`src/hw/sfcr_pkg.sv`:
```
// Constants for the supply status and recovery limit register bank.
package sfcr_pkg;
	localparam logic [6:0] ADDR_UPPER  = 7'h3e;
	localparam logic [6:0] ADDR_LOWER  = 7'h3f;
	localparam logic [6:0] ADDR_STAT_B = 7'h40;
	localparam logic [6:0] ADDR_STAT_A = 7'h41;
	localparam logic [7:0] UPPER_RST   = 8'ha8;
	localparam logic [7:0] LOWER_RST   = 8'h98;
	localparam logic [7:0] STAT_B_RST  = 8'h00;
	localparam logic [7:0] STAT_A_POR  = 8'h80;
	localparam logic [7:0] STAT_A_SOFT = 8'h00;
	localparam logic [7:0] RC_MASK_B   = 8'h5f;
	localparam logic [7:0] RC_MASK_A   = 8'hff;
	localparam logic [7:0] ZERO_BYTE   = 8'h00;
	localparam int SB_BAT_UV  = 6;
	localparam int SB_R3_OC   = 4;
	localparam int SB_R3_UV   = 3;
	localparam int SB_R3_OT   = 2;
	localparam int SB_MAIN_OV = 1;
	localparam int SB_MAIN_PW = 0;
	localparam int SA_POR     = 7;
	localparam logic [4:0] HDR_LAST   = 5'h07;
	localparam logic [4:0] HDR_BITS   = 5'h08;
	localparam logic [4:0] FRAME_BITS = 5'h10;
	localparam logic [4:0] CNT_OVER   = 5'h11;
	localparam logic [1:0] CLK_SEL_80 = 2'h0;
	localparam logic [1:0] CLK_SEL_40 = 2'h1;
	localparam logic [1:0] CLK_SEL_20 = 2'h2;
	localparam logic [6:0] MHZ_80 = 7'h50;
	localparam logic [6:0] MHZ_40 = 7'h28;
	localparam logic [6:0] MHZ_20 = 7'h14;
	localparam logic [6:0] MHZ_10 = 7'h0a;
	typedef enum logic {ST_IDLE, ST_SHIFT} sfcr_state_t;
endpackage

```
`src/hw/sfcr_regs.sv`:
```
// Serial register bank: recovery limits and supply fail status.
//
// Operation
// 8-bit upper limit, resets 0xa8, clamps high bit times, kept on restart.
// Lower limit, 8 bits, resets 0x98, clamps low bit times, kept on restart.
// Upper limit at 0x3e, lower at 0x3f, both fully read-write.
// Host programs bit time and limits in the recommended pairings.
// Host avoids clock selections that overflow the time quanta counter.
// Host avoids clock selections too coarse for the chosen baud rate.
// A command is sixteen bits: address with mode bit, then data byte.
// Data D0..D7 is frame bits 8..15; address and mode bits 0..7.
// Mode bit 0 on a status register reads without changing it.
// Mode bit 1 clears the clearable bits of the addressed status byte.
// Status flags stay set until cleared by command.
// Reserved bits read zero and ignore writes and clears.
// Status B at 0x40 resets to zero; bits 7 and 5 always zero.
// Status B bit 6 latches battery undervoltage.
// B bits 4,3,2 latch third regulator overcurrent, undervoltage, heat.
// Status B bit 1 latches main regulator overvoltage.
// Status B bit 0 latches main regulator undervoltage prewarning.
// Status A at 0x41; top bit depends on reset kind, rest reset zero.
// Clock select 00/01/10/11 gives 80/40/20/10 MHz to recovery.
// Power-on flag is set by power-on reset, cleared by soft reset.
// Clears touch clearable bits only; a present condition keeps its flag.
// Data returned in a clear frame is the content before the clear.
`timescale 1ns/1ps
`default_nettype none
module sfcr_regs
	import sfcr_pkg::*;
(
	// Clock and reset.
	input  wire logic       sys_clk,
	input  wire logic       nrst,
	input  wire logic       soft_reset,
	// Serial register port.
	input  wire logic       spi_cs_n,
	input  wire logic       spi_sclk,
	input  wire logic       spi_sdi,
	output var  logic       spi_sdo,
	output logic            spi_sdo_oe,
	// Supply monitor events.
	input  wire logic       battery_undervoltage_flag,
	input  wire logic       third_reg_overcurrent_flag,
	input  wire logic       third_reg_undervoltage_flag,
	input  wire logic       third_reg_overtemp_flag,
	input  wire logic       main_reg_overvoltage_flag,
	input  wire logic       main_reg_prewarning_flag,
	input  wire logic [6:0] supply_a_events,
	// Recovery engine side.
	input  wire logic [1:0] recovery_clock_select,
	input  wire logic [7:0] bit_time_setting,
	output var  logic [7:0] upper_bound_field,
	output var  logic [7:0] lower_bound_field,
	output var  logic [7:0] bit_time_clamped,
	output var  logic [6:0] recovery_clock_mhz
);

////////////////////////////////////////////////////////////////////////////
	sfcr_state_t state;
	logic        sclk_q;
	logic [4:0]  bit_cnt;
	logic [15:0] rx;
	logic [7:0]  tx;
	logic [6:0]  frm_addr;
	logic        frm_mode;
	logic [7:0]  stat_b;
	logic [7:0]  stat_a;
	logic [7:0]  ev_b;

	// Pins are synchronous to sys_clk, so edges are found by one delay.
	wire         in_frame   = (state == ST_SHIFT);
	wire         sclk_rise  = in_frame & spi_sclk & ~sclk_q;
	wire         sclk_fall  = in_frame & ~spi_sclk & sclk_q;
	wire         cs_start   = (state == ST_IDLE) & ~spi_cs_n;
	wire         cs_end     = in_frame & spi_cs_n;
	wire [15:0]  next_rx    = {spi_sdi, rx[15:1]};
	wire [6:0]   hdr_addr   = next_rx[14:8];
	wire         hdr_mode   = next_rx[15];
	wire         hdr_take   = sclk_rise & (bit_cnt == HDR_LAST);
	// Frames of any other length are dropped whole.
	wire         frame_ok   = cs_end & (bit_cnt == FRAME_BITS);
	wire         commit     = frame_ok & frm_mode;
	wire [7:0]   frm_data   = rx[15:8];
	wire         wr_upper   = commit & (frm_addr == ADDR_UPPER);
	wire         wr_lower   = commit & (frm_addr == ADDR_LOWER);
	wire         clr_b      = commit & (frm_addr == ADDR_STAT_B);
	wire         clr_a      = commit & (frm_addr == ADDR_STAT_A);
	wire [7:0]   clr_mask_b = clr_b ? RC_MASK_B : ZERO_BYTE;
	wire [7:0]   clr_mask_a = clr_a ? RC_MASK_A : ZERO_BYTE;
	wire [7:0]   ev_a       = {1'b0, supply_a_events};
	wire [7:0]   next_stat_b = ((stat_b & ~clr_mask_b) | ev_b) & RC_MASK_B;
	wire [7:0]   next_stat_a = (stat_a & ~clr_mask_a) | ev_a;
	wire [7:0]   rd_mux =
		(hdr_addr == ADDR_UPPER)  ? upper_bound_field :
		(hdr_addr == ADDR_LOWER)  ? lower_bound_field :
		(hdr_addr == ADDR_STAT_B) ? stat_b :
		(hdr_addr == ADDR_STAT_A) ? stat_a : ZERO_BYTE;
	wire [7:0]   next_clamp =
		(bit_time_setting > upper_bound_field) ? upper_bound_field :
		(bit_time_setting < lower_bound_field) ? lower_bound_field :
		bit_time_setting;
	wire [6:0]   next_mhz =
		(recovery_clock_select == CLK_SEL_80) ? MHZ_80 :
		(recovery_clock_select == CLK_SEL_40) ? MHZ_40 :
		(recovery_clock_select == CLK_SEL_20) ? MHZ_20 : MHZ_10;

	assign spi_sdo_oe = in_frame;

	always_comb begin
		ev_b = ZERO_BYTE;
		ev_b[SB_BAT_UV]  = battery_undervoltage_flag;
		ev_b[SB_R3_OC]   = third_reg_overcurrent_flag;
		ev_b[SB_R3_UV]   = third_reg_undervoltage_flag;
		ev_b[SB_R3_OT]   = third_reg_overtemp_flag;
		ev_b[SB_MAIN_OV] = main_reg_overvoltage_flag;
		ev_b[SB_MAIN_PW] = main_reg_prewarning_flag;
	end

////////////////////////////////////////////////////////////////////////////
	// Frame receiver and reply shifter, least significant bit first.
	always_ff @(posedge sys_clk or negedge nrst) begin
		if (!nrst) begin
			state   <= ST_IDLE;
			sclk_q  <= 1'b0;
			bit_cnt <= 5'h00;
			rx      <= 16'h0000;
		end else begin
			sclk_q <= spi_sclk;
			if (cs_start) begin
				state   <= ST_SHIFT;
				bit_cnt <= 5'h00;
			end else if (cs_end) begin
				state <= ST_IDLE;
			end else if (sclk_rise) begin
				rx <= next_rx;
				if (bit_cnt != CNT_OVER)
					bit_cnt <= bit_cnt + 5'h01;
			end
		end
	end

	// The reply is sampled at the header, so a clear reads old data.
	always_ff @(posedge sys_clk or negedge nrst) begin
		if (!nrst) begin
			tx       <= ZERO_BYTE;
			spi_sdo  <= 1'b0;
			frm_addr <= 7'h00;
			frm_mode <= 1'b0;
		end else if (cs_start) begin
			spi_sdo <= 1'b0;
		end else if (hdr_take) begin
			tx       <= rd_mux;
			frm_addr <= hdr_addr;
			frm_mode <= hdr_mode;
		end else if (sclk_fall) begin
			if (bit_cnt >= HDR_BITS) begin
				spi_sdo <= tx[0];
				tx      <= {1'b0, tx[7:1]};
			end else begin
				spi_sdo <= 1'b0;
			end
		end
	end

////////////////////////////////////////////////////////////////////////////
	// Limits survive restart; only power-on and soft reset reload them.
	always_ff @(posedge sys_clk or negedge nrst) begin
		if (!nrst) begin
			upper_bound_field <= UPPER_RST;
			lower_bound_field <= LOWER_RST;
		end else if (soft_reset) begin
			upper_bound_field <= UPPER_RST;
			lower_bound_field <= LOWER_RST;
		end else begin
			if (wr_upper)
				upper_bound_field <= frm_data;
			if (wr_lower)
				lower_bound_field <= frm_data;
		end
	end

	// Flags only fall on a clear or a reset; a live event wins over a clear.
	always_ff @(posedge sys_clk or negedge nrst) begin
		if (!nrst) begin
			stat_b <= STAT_B_RST;
			stat_a <= STAT_A_POR;
		end else if (soft_reset) begin
			stat_b <= STAT_B_RST;
			stat_a <= STAT_A_SOFT;
		end else begin
			stat_b <= next_stat_b;
			stat_a <= next_stat_a;
		end
	end

	always_ff @(posedge sys_clk or negedge nrst) begin
		if (!nrst) begin
			bit_time_clamped   <= LOWER_RST;
			recovery_clock_mhz <= MHZ_80;
		end else begin
			bit_time_clamped   <= next_clamp;
			recovery_clock_mhz <= next_mhz;
		end
	end
endmodule
`default_nettype wire

```
`config.mk`:
```
export PLATFORM = sky130hd
export DESIGN_NAME = sfcr_regs
export DESIGN_NICKNAME = d
export VERILOG_FILES = /design/src/hw/sfcr_pkg.sv /design/src/hw/sfcr_regs.sv
export SDC_FILE = /design/constraint.sdc
export NUM_CORES = 1
export LEC_CHECK = 0
export BUFFER_PORTS_ARGS = -buffer_cell sky130_fd_sc_hd__clkbuf_2
export CAP_MARGIN = 20
export CORE_UTILIZATION = 63
export CTS_BUF_LIST = sky130_fd_sc_hd__clkbuf_8
export DETAILED_ROUTE_END_ITERATION = 10
export PLACE_DENSITY = 0.95
export SLEW_MARGIN = 40
export SYNTH_ARGS = -nofsm -noshare
export SYNTH_HDL_FRONTEND = slang
export SYNTH_SLANG_ARGS = --single-unit
```
`constraint.sdc`:
```
create_clock -name sys_clk -period 5.9 [get_ports sys_clk]
set_input_delay 1.18 -clock sys_clk [delete_from_list [all_inputs] [get_ports sys_clk]]
set_output_delay 1.18 -clock sys_clk [all_outputs]
set_load 0.02 [all_outputs]
```
# ---- Word level (Yosys, flattened, before mapping)
# Index checks and enable logic that the tools add are counted.
dict set report classes {
  addsub 1
  magnitude_cmp 3
  n_mux 30
  reduce_logical 14
  n_eq_ne 15
  bitwise 25
}
# operator count
set ops {}
lappend ops {{$mux W8} 15}
lappend ops {{$eq A7 B6 Y1 const B} 4}
lappend ops {{$eq A7 B7 Y1 const B} 4}
lappend ops {{$mux W5} 5}
lappend ops {{$mux W7} 3}
lappend ops {{$reduce_bool A2 Y1} 8}
lappend ops {{$and A1 B1 Y1} 13}
lappend ops {{$reduce_and A3 Y1} 3}
lappend ops {{$and A8 B8 Y8} 1}
lappend ops {{$gt A8 B8 Y1} 1}
lappend ops {{$lt A8 B8 Y1} 1}
lappend ops {{$not A8 Y8} 1}
lappend ops {{$or A8 B7 Y8} 1}
lappend ops {{$and A7 B7 Y7} 1}
lappend ops {{$not A7 Y7} 1}
lappend ops {{$or A7 B7 Y7} 1}
lappend ops {{$mux W1} 6}
lappend ops {{$mux W6} 1}
lappend ops {{$not A1 Y1} 6}
lappend ops {{$add A5 B1 Y5 const B} 1}
lappend ops {{$eq A5 B3 Y1 const B} 1}
lappend ops {{$eq A5 B5 Y1 const B} 1}
lappend ops {{$ge A5 B4 Y1 const B} 1}
lappend ops {{$ne A5 B5 Y1 const B} 1}
lappend ops {{5 further kinds} 7}
dict set report word_totals {
  output_inout_bits 33
  word_cells 102
  register_bits 86
  in_bits 29
}

# ---- Longest topological paths before layout
# Gate-level depths: netlist (run 1).
dict set report depth {
  word_depth 9
  depth_mapped 8
  mapped_depth_nobuf 7
}

# ---- Worst setup path after synthesis (run 1)
# OpenSTA, ideal clock, no wires.
dict set report synth_timing {
  path_type {input to register}
  from {in bit_time_setting[2]}
  to {reg bit_time_clamped[0]}
  cell_stages 6
  path_slack_ns 2.994
  setup_time_ns 0.125
  t_arrival_ns 2.781
  required_time_ns 5.775
  n_path_buf 0
  path_cell_list {ha_1 -> a211oi_1 -> o21ai_1 -> a41oi_4 -> mux2_2 -> mux2_2}
}
dict set report synth_between {
  elab_chain_len 3
  elab_cells_between_ends 4
  classes_between {order compare: 2; mux: 2}
}
# element line_no
set synth_lines {}
lappend synth_lines {{start: declaration} sfcr_regs.sv:51} ;# input wire logic [7:0] bit_time_setting,
lappend synth_lines {{$lt A8 B8 Y1} sfcr_regs.sv:100} ;# (bit_time_setting < lower_bound_field) ? lower_bound_field :
lappend synth_lines {{$mux W8} sfcr_regs.sv:100}
lappend synth_lines {{$mux W8 (*)} sfcr_regs.sv:99} ;# (bit_time_setting > upper_bound_field) ? upper_bound_field :
lappend synth_lines {{named net next_clamp[0]} sfcr_regs.sv:98} ;# wire [7:0] next_clamp =
lappend synth_lines {{end signal: assignment} sfcr_regs.sv:201} ;# bit_time_clamped <= next_clamp;
lappend synth_lines {{end: declaration} sfcr_regs.sv:54} ;# output var logic [7:0] bit_time_clamped,
# Mark *: on every way through the listed nets, which the timed path passes. The rest lies on a longest branch.
# A chain may end at the register's enable or synchronous reset.

# ---- Final worst setup path (run 1)
# Same ends and word-level chain as after synthesis.

==> results of run 1 <==
-- per-stage QoR --
step | power, mW | instance area (um2) | utilization | hold slack [ps]
5_1_grt | 1.43 | 4410 | 0.749 | 514
3_3_place_gp | 0.889 | 4160 | 0.707 | 474
3_5_place_dp | 0.907 | 4180 | 0.710 | 475
6_report | 1.37 | 4410 | 0.749 | 503
2_1_floorplan | 0.818 | 3830 | - | 439
4_1_cts | 1.36 | 4410 | 0.749 | 502
-- path summary, 6_finish.rpt --
check	startpoint	to	slack [ps]	depth (start not counted)
max	bit_time_setting[2]	bit_time_clamped[0]	3130	7
min	stat_a[7]	stat_a[7]	500	1
max reg2reg	lower_bound_field[7]	bit_time_clamped[0]	3460	7
min reg2reg	stat_a[7]	stat_a[7]	500	1
max in group asynchronous	nrst	bit_time_clamped[5]	4610	1
min in group asynchronous	nrst	stat_b[6]	830	1
-- registers in the layout, summed over array words and instances, names as in the netlist --
register	flops
spi_sdo_oe	1
spi_sdo	1
stat_b	6
bit_cnt	5
stat_a	8
rx	8
upper_bound_field	8
lower_bound_field	8
frm_mode	1
bit_time_clamped	8
recovery_clock_mhz	6
tx	8
sclk_q	1
frm_addr	7
-- Yosys cell counts, types with 3 or more instances --
library cell | n | area [um2]
o221ai_1 | 3 | 26.3
and2_1 | 4 | 25.0
a22o_1 | 11 | 96.3
o21ai_0 | 21 | 105
and3_1 | 3 | 18.8
mux2_2 | 10 | 113
inv_1 | 26 | 97.6
clkbuf_1 | 10 | 37.5
a21oi_1 | 24 | 120
nor2_1 | 32 | 120
a221oi_1 | 3 | 26.3
ha_1 | 21 | 263
o211ai_1 | 4 | 30.0
nand2b_1 | 3 | 18.8
nand4_1 | 3 | 18.8
o22ai_1 | 3 | 18.8
dfstp_2 | 12 | 315
nand2_1 | 35 | 131
nand3_1 | 12 | 60.1
mux2i_1 | 28 | 280
dfrtp_1 | 64 | 1600
-- metal layers --
layer,track usage,up-vias,wire (um)
met5,0,-,0
met1,0.417,1472,3820
met3,0.0720,35,693
met4,0.123,0,282
met2,0.502,146,4570
li1,-,1411,-
-- worst reg2reg max path: stages, from the launching register on --
cell     delay, ps
dfstp_2        570
inv_1           90
ha_1           300
a21oi_1        160
o21ai_0        150
a41oi_4        420
mux2_2         380
mux2_2         250
-- cell families after synthesis --
family / Yosys count
AOI/OAI and AO/OA: 81
adders and majority gates: 21
buffers and inverters: 40
DFF: 76
muxes: 38
other: 1
and+or+nand+nor: 109
-- cell type report --
class,instances,area [um2],share of cell area
clock buffers,10,138,0.0312
clock inverters,6,95.1,0.0216
well taps,75,93.8,0.0213
repair buffers,60,307,0.0695
inverters,26,97.6,0.0221
flip-flops and latches,76,1920,0.435
multi-input cells,250,1760,0.400
-- power breakdown --
group          switching [mW]  leakage, nW  internal, mW
clock                   0.206        0.117         0.253
combinational           0.140         1.15         0.107
sequential             0.0760        0.962         0.584
total                   0.421         2.23         0.945
==> impl_metrics.json, run 1 <==
{
  "dp_hpwl_mm": 6.64,
  "die_area_mm2": 0.00640,
  "die_h_um": 80.0,
  "synthSimpleGateAreaFrac": 0.143,
  "startpoint_type": "input pin",
  "async_flop_share": 1.00,
  "numCtsBuffers": 9,
  "diodes": 0,
  "synth_top_family_by_area": "simple AND/OR/NAND/NOR gates",
  "timing_hold_violations_final": 0,
  "via_count": 3064,
  "finalSetupTns_ps": 0,
  "antenna_found_initial": 0,
  "place_ws_ps": 2750,
  "cts_tree": "yes",
  "cts-htree-levels": 3,
  "slew_violations": 0,
  "clock_latency_ps": 360,
  "setup_ws_ps": 3130,
  "placed_cells": 487,
  "drtIter0Drc": 281,
  "syn-cell-area_mm2": 0.00383,
  "critical_path_class": "in2reg",
  "end_kind": "flip-flop",
  "grt_max_degree": 77,
  "cp.arrival_ps": 3020,
  "avgSynthCellArea_um2": 10.5,
  "p_per_area_mw_per_mm2": 310,
  "finalCritPeriodShare": 0.470,
  "layoutNonFillerInstCount": 503,
  "grt.total_usage": 0.315,
  "worst-path-buf-inv": 1,
  "drtAntennaViolNets": 0,
  "relSlewSlack": 0.472,
  "core_area_mm2": 0.00589,
  "cpPeakStageDelay_ps": 460,
  "area_growth_pct": 15.1,
  "via_per_inst": 6.09,
  "crit_top_cell": "mux2_2",
  "dr.pass1.iters": 5,
  "cts_resized": 0,
  "synth_ff_type": "dfrtp_1",
  "finalNetCount": 473,
  "leakagePower_nw": 2.23,
  "synth_compound_area_frac": 0.141,
  "cts_sinks": 76,
  "timing.max_cap.violations": 0,
  "finalCriticalPeriod_ps": 2770,
  "cpLargestDelayFamily": "compound AO/OA/AOI/OAI gates",
  "ios": 62,
  "synth_edf_count": 0,
  "drive_gt1_frac": 0.248,
  "layout_common_cells": "dfrtp_1, clkbuf_2, nand2_1, nor2_1, mux2i_1",
  "synth_fa_ha_area_frac": 0.0686,
  "die-width_um": 80.0,
  "place_congestion": 0.889,
  "hold_class": "reg2reg",
  "hold_buffers": 0,
  "rsz0062_at_grt": "no",
  "synth_nets": 416,
  "initial_core_util": 0.651,
  "synth_cells": 366,
  "rows": 28,
  "cts_root_buf": "clkbuf_8",
  "synth_xor_area_frac": 0,
  "drt_drc_violations_left": 0,
  "setup_viol_count_final": 0,
  "crit_fanout": 8,
  "clkTransAtPathRegs_ps": 80,
  "yosysWarnings": 0,
  "grt_pass1_vias": 2950,
  "synthDistinctLibCells": 49,
  "final_common_cell": "dfrtp_1",
  "wirelength_mm": 9.36,
  "fmax_mhz": 361,
  "irDropWorstVdd_mv": 0.252,
  "path_cells": "clkbuf_2, ha_1, a211oi_1, o21ai_1, a41oi_4, mux2_2, mux2_2",
  "grt_pass1_wl_mm": 14.6,
  "post_cts_buffers": 0,
  "fillers": 365,
  "synth-seq-cells": 76,
  "seq_area_frac_synth": 0.500,
  "finClkSkew_ps": 13.0,
  "wire_per_inst_um": 18.6,
  "status": "complete, no violations",
  "cts_buffer_depth": 2,
  "overflow": 0,
  "worstMarginPinSlew_ps": 787,
  "cp.required_ps": 6150,
  "port_buffers": 60,
  "synth.area.mux_share": 0.103,
  "slowest_stage": "a41oi_4"
}
No activity file was read; power rests on OpenSTA's default activity.
==> run 2, diff against run 1 <==
--- a/config.mk
+++ b/config.mk
@@ -5,12 +5,13 @@
 export SDC_FILE = /design/constraint.sdc
 export NUM_CORES = 1
 export LEC_CHECK = 0
+export ABC_AREA = 1
 export BUFFER_PORTS_ARGS = -buffer_cell sky130_fd_sc_hd__clkbuf_2
 export CAP_MARGIN = 20
-export CORE_UTILIZATION = 63
+export CORE_UTILIZATION = 59
 export CTS_BUF_LIST = sky130_fd_sc_hd__clkbuf_8
 export DETAILED_ROUTE_END_ITERATION = 10
-export PLACE_DENSITY = 0.95
+export PLACE_DENSITY = 0.89
 export SLEW_MARGIN = 40
 export SYNTH_ARGS = -nofsm -noshare
 export SYNTH_HDL_FRONTEND = slang
==> constraint.sdc (replaced) <==
create_clock -name sys_clk -period 2.7 [get_ports sys_clk]
set_input_delay 0.54 -clock sys_clk [delete_from_list [all_inputs] [get_ports sys_clk]]
set_output_delay 0.54 -clock sys_clk [all_outputs]
set_load 0.02 [all_outputs]
==> run 2 against run 1 <==
Compared with the run above:
- sequential power up 130%
- sequential cell count unchanged
- global-route usage shrank 2.2 points
- combinational power rose to 4.0 times the previous value
- non-clock buffer count unchanged
- the run now ends with DRC left
- area after synthesis rose by 5.7%
==> impl_metrics.json, run 2 <==
{
  "status": "finished, violations left",
  "violations": "DRC",
  "leakagePower_nw": 2.42,
  "timing_hold_violations_final": 0,
  "drive_gt1_frac": 0.210,
  "routed.top_layer": "met4",
  "hold_buffers": 0,
  "place_congestion": 0.966,
  "synth_cells": 489,
  "worstMarginPinSlew_ps": 680,
  "grt_max_degree": 77,
  "drt_drc_violations_left": 4,
  "yosysWarnings": 0,
  "synth_nets": 539,
  "synthMostInstantiatedCell": "nand2_1",
  "clkTransAtPathRegs_ps": 80,
  "cts_tree": "yes",
  "async_flop_share": 1.00,
  "synth_top_area_cell": "dfrtp_1",
  "holdWs_ps": 173,
  "synth_edf_count": 0,
  "synth_top_area_share": 0.395,
  "wl_met2_mm": 4.42,
  "fmax_mhz": 498,
  "grt_pass1_vias": 3379,
  "setup_ws_ps": 693,
  "avgSynthCellArea_um2": 8.28,
  "dp_hpwl_mm": 7.08,
  "drtIter0Drc": 342,
  "end_kind": "flip-flop",
  "seq_area_frac_synth": 0.473,
  "finalPower_mw": 3.60,
  "clock_latency_ps": 350,
  "timing.max_cap.violations": 0,
  "crit_fanout": 9,
  "hold_class": "in2async",
  "port_buffers": 60,
  "die_area_mm2": 0.00720,
  "final_common_cell": "nand2_1",
  "initial_core_util": 0.624,
  "rows": 29,
  "ios": 62,
  "antenna_found_initial": 0,
  "irDropWorstVdd_mv": 0.407,
  "layoutNonFillerInstCount": 629,
  "wire_per_inst_um": 15.3,
  "layout_common_cells": "nand2_1, dfrtp_1, nand3_1, inv_1, clkbuf_2",
  "synth_area_leaders": "dfrtp_1, nand2_1, dfstp_2",
  "finalCritPeriodShare": 0.743,
  "p_per_area_mw_per_mm2": 778,
  "drtAntennaViolNets": 0,
  "wl_met3_um": 608,
  "die-width_um": 84.9,
  "wirelength_mm": 9.60,
  "synth-seq-cells": 76,
  "diodes": 0,
  "startpoint_type": "flip-flop",
  "area_growth_pct": 14.2,
  "place_ws_ps": 677,
  "via_count": 3526,
  "finClkSkew_ps": 9.62,
  "r2r_cells": 9,
  "critical_path_class": "reg2reg",
  "dr.pass1.iters": 8,
  "post_cts_buffers": 0,
  "grt.total_usage": 0.293,
  "syn-cell-area_mm2": 0.00405,
  "finalSetupTns_ps": 0,
  "placed_cells": 613,
  "die_h_um": 84.9,
  "cts_root_buf": "clkbuf_8",
  "numCtsBuffers": 9,
  "synthDistinctLibCells": 33,
  "cts_buffer_depth": 2,
  "cts_resized": 0,
  "cp.arrival_ps": 2240,
  "synth_ff_type": "dfrtp_1",
  "overflow": 0,
  "rsz0062_at_grt": "no",
  "wl_met1_mm": 4.41,
  "finalNetCount": 597,
  "yosys-top-cells-count": "nand2_1, dfrtp_1, nand3_1",
  "cp.required_ps": 2930,
  "via_per_inst": 5.61,
  "grt_pass1_wl_mm": 16.3,
  "slew_violations": 0,
  "cts-htree-levels": 3,
  "cts_sinks": 76,
  "relSlewSlack": 0.547,
  "core_area_mm2": 0.00649,
  "finalCriticalPeriod_ps": 2010,
  "setup_viol_count_final": 0
}
==> run 2: worst max-delay path, cell delays in order (launching register included) <==
cell,delay (ps)
dfstp_2,590
inv_1,70
ha_1,290
a21oi_1,160
o21a_1,140
nand2_1,50
nand2_1,220
inv_1,190
nand2_1,100
nand2_1,70
==> run 2: layout make-up <==
| class | instances | area [um2] |
|---|---|---|
| multi-input combinational | 335 | 1810 |
| inverter | 65 | 244 |
| timing repair buffer | 60 | 307 |
| clock inverter | 7 | 124 |
| sequential | 76 | 1920 |
| tap | 77 | 96.3 |
| clock buffer | 9 | 124 |
| fill | 531 | 1870 |
==> run 2: final timing paths <==
kind | startpoint | endpoint | slack (ps)
max | upper_bound_field[7] | bit_time_clamped[6] | 690
min reg2reg | rx[8] | rx[8] | 510
max reg2reg | upper_bound_field[7] | bit_time_clamped[6] | 690
min in group sys_clk | spi_sclk | sclk_q | 330
max in group asynchronous | nrst | lower_bound_field[1] | 2020
min | nrst | bit_time_clamped[2] | 170
==> run 2: kinds of logic (layout without fill, tap and decap cells) <==
logic type,count (synthesis),count (layout),share of synthesized area
AO/OA/AOI/OAI,84,84,0.121
buffers and inverters,78,141,0.0791
XOR/XNOR,2,2,0.00433
other,1,1,0.000926
AND/OR/NAND/NOR,227,227,0.256
adder cells (fa/ha/maj),21,21,0.0649
flip-flops,76,76,0.473
==> run 2: per-stage QoR <==
stage | instance area [um2] | utilization
CTS | 4620 | 0.712
detailed placement | 4380 | 0.674
floorplan | 4050 | -
finish | 4620 | 0.712
global placement | 4370 | 0.673
global route | 4620 | 0.712
==> run 2: routing by layer <==
| metal | track usage | vias to the layer above |
|---|---|---|
| met5 | 0 | - |
| met4 | 0.0801 | 0 |
| met3 | 0.0554 | 18 |
| met2 | 0.449 | 143 |
| met1 | 0.432 | 1653 |
| li1 | - | 1712 |
==> run 2: where the power goes <==
group	internal [mW]	switching, mW	total [mW]
registers	1.37	0.183	1.55
clock network	0.620	0.443	1.06
logic	0.314	0.671	0.985
total	2.30	1.30	3.60
==> run 3, diff against run 2 <==
--- a/config.mk
+++ b/config.mk
@@ -8,10 +8,10 @@
 export ABC_AREA = 1
 export BUFFER_PORTS_ARGS = -buffer_cell sky130_fd_sc_hd__clkbuf_2
 export CAP_MARGIN = 20
-export CORE_UTILIZATION = 59
+export CORE_UTILIZATION = 53
 export CTS_BUF_LIST = sky130_fd_sc_hd__clkbuf_8
 export DETAILED_ROUTE_END_ITERATION = 10
-export PLACE_DENSITY = 0.89
+export PLACE_DENSITY = 0.85
 export SLEW_MARGIN = 40
 export SYNTH_ARGS = -nofsm -noshare
 export SYNTH_HDL_FRONTEND = slang
==> constraint.sdc (replaced) <==
create_clock -name sys_clk -period 1.65 [get_ports sys_clk]
set_input_delay 0.33 -clock sys_clk [delete_from_list [all_inputs] [get_ports sys_clk]]
set_output_delay 0.33 -clock sys_clk [all_outputs]
set_load 0.02 [all_outputs]
==> run 3 against run 2 <==
Compared with the run above:
- the run ends with setup timing left
- clock power increased by 58%
- setup slack worse by 720 ps
- worst hold slack worse by 67 ps
- critical path type unchanged
- highest routed layer unchanged
==> impl_metrics.json, run 3 (synthesis results as in run 2) <==
{
  "rows": 31,
  "core_area_mm2": 0.00733,
  "irDropWorstVdd_mv": 0.644,
  "fillers": 567,
  "area_growth_pct": 31.0,
  "wl_met2_mm": 5.45,
  "grt_max_degree": 44,
  "finClkSkew_ps": 11.7,
  "layoutNonFillerInstCount": 699,
  "routed.top_layer": "met4",
  "initial_core_util": 0.552,
  "finalCriticalPeriod_ps": 1670,
  "dp_hpwl_mm": 7.61,
  "drive_gt1_frac": 0.353,
  "timing.max_cap.violations": 0,
  "startpoint_type": "flip-flop",
  "final_common_cell": "nand2_1",
  "critical_path_class": "reg2reg",
  "fmax_mhz": 597,
  "ios": 62,
  "die-width_um": 89.4,
  "die_h_um": 89.4,
  "layout_common_cells": "nand2_1, dfrtp_1, clkbuf_2, nand3_1, inv_1",
  "numCtsBuffers": 9,
  "holdWs_ps": 106,
  "cts_buffer_depth": 2,
  "setup_viol_count_final": 3,
  "cp.arrival_ps": 1920,
  "finalPower_mw": 6.43,
  "diodes": 0,
  "via_count": 3888,
  "cts-htree-levels": 3,
  "antenna_found_initial": 0,
  "p_per_area_mw_per_mm2": 1210,
  "crit_fanout": 8,
  "wire_per_inst_um": 15.7,
  "grt_pass1_wl_mm": 17.3,
  "finalSetupTns_ps": -43.6,
  "port_buffers": 60,
  "cp.required_ps": 1900,
  "clkTransAtPathRegs_ps": 90,
  "drtAntennaViolNets": 0,
  "hold_class": "in2reg",
  "drt_drc_violations_left": 0,
  "finalCritPeriodShare": 1.01,
  "rsz0062_at_grt": "yes",
  "violations": "setup timing",
  "setup_ws_ps": -23.9,
  "cts_tree": "yes",
  "placed_cells": 673,
  "timing_hold_violations_final": 0,
  "grt_pass1_vias": 3668,
  "leakagePower_nw": 2.69,
  "overflow": 0,
  "grt.total_usage": 0.291,
  "cts_root_buf": "clkbuf_8",
  "finalNetCount": 645,
  "status": "finished, violations left",
  "die_area_mm2": 0.00800,
  "slew_violations": 0,
  "wl_met3_um": 794,
  "dr.pass1.iters": 5,
  "place_congestion": 0.871,
  "wl_met1_mm": 4.51,
  "via_per_inst": 5.56,
  "cts_sinks": 76,
  "end_kind": "flip-flop",
  "drtIter0Drc": 237,
  "clock_latency_ps": 360,
  "wirelength_mm": 11.0
}
## run 3: changes by cell type in the layout (fill, tap and decap cells not counted), sizes merged
cell / before / now
buf: 1 / 47
bufinv: 3 / 2
clkbuf: 68 / 69
clkinv: 2 / 1
dlygate4sd3: 0 / 1
inv: 66 / 67
nand2: 124 / 125
## run 3: timing repair
item,4_1_cts,5_1_grt
cloned,0,1
hold buffers,1,0
setup endpoints to repair,29,32
resized for setup,23,37
pin swaps,14,19
buffers inserted,5,3
hold endpoints to repair,8,0
## run 3: area by class of cell
| type | instances | area, um2 | share of cell area |
|---|---|---|---|
| clock inverters | 6 | 93.8 | 0.0177 |
| flip-flops and latches | 76 | 1920 | 0.362 |
| clock buffers | 10 | 138 | 0.0259 |
| well taps | 99 | 124 | 0.0233 |
| inverters | 65 | 246 | 0.0464 |
| repair buffers | 107 | 719 | 0.136 |
| multi-input cells | 336 | 2060 | 0.389 |
## run 3: power by group
group | internal, mW | switching (mW)
logic | 0.902 | 1.34
clock network | 0.906 | 0.760
registers | 2.24 | 0.276
total | 4.05 | 2.37
## run 3: metal layers
metal  vias up  global-route usage
met4         0               0.110
met5         -                   0
li1       1820                   -
met1      1863               0.374
met2       180               0.494
met3        25              0.0480
## run 3: critical path, cell delays in order (launching register included)
cell     delay (ps)
dfstp_2         540
inv_2            50
ha_4            260
nand2_2          50
nor2_2          140
nand4_1         150
nand2_4         160
inv_4            70
nand2_1          80
nand2_2          60
## run 3: final timing paths
kind | start | to | slack (ps) | cells past startpoint
setup / recovery | upper_bound_field[7] | bit_time_clamped[5] | -20 | 9
hold / removal | spi_sclk | sclk_q | 110 | 1
setup reg to reg | upper_bound_field[7] | bit_time_clamped[5] | -20 | 9
hold reg to reg | frm_mode | frm_mode | 500 | 2
max in group asynchronous | nrst | lower_bound_field[3] | 670 | 3
min in group asynchronous | nrst | lower_bound_field[5] | 370 | 2
## run 3: metrics by stage
stage               area [um2]  utilization  setup WS [ps]
CTS                       5140        0.701          -2.00
global placement          4760        0.649          -65.6
detailed placement        4760        0.649          -57.4
finish                    5310        0.724          -23.9
floorplan                 4100            -           1.65
global route              5310        0.724           -140
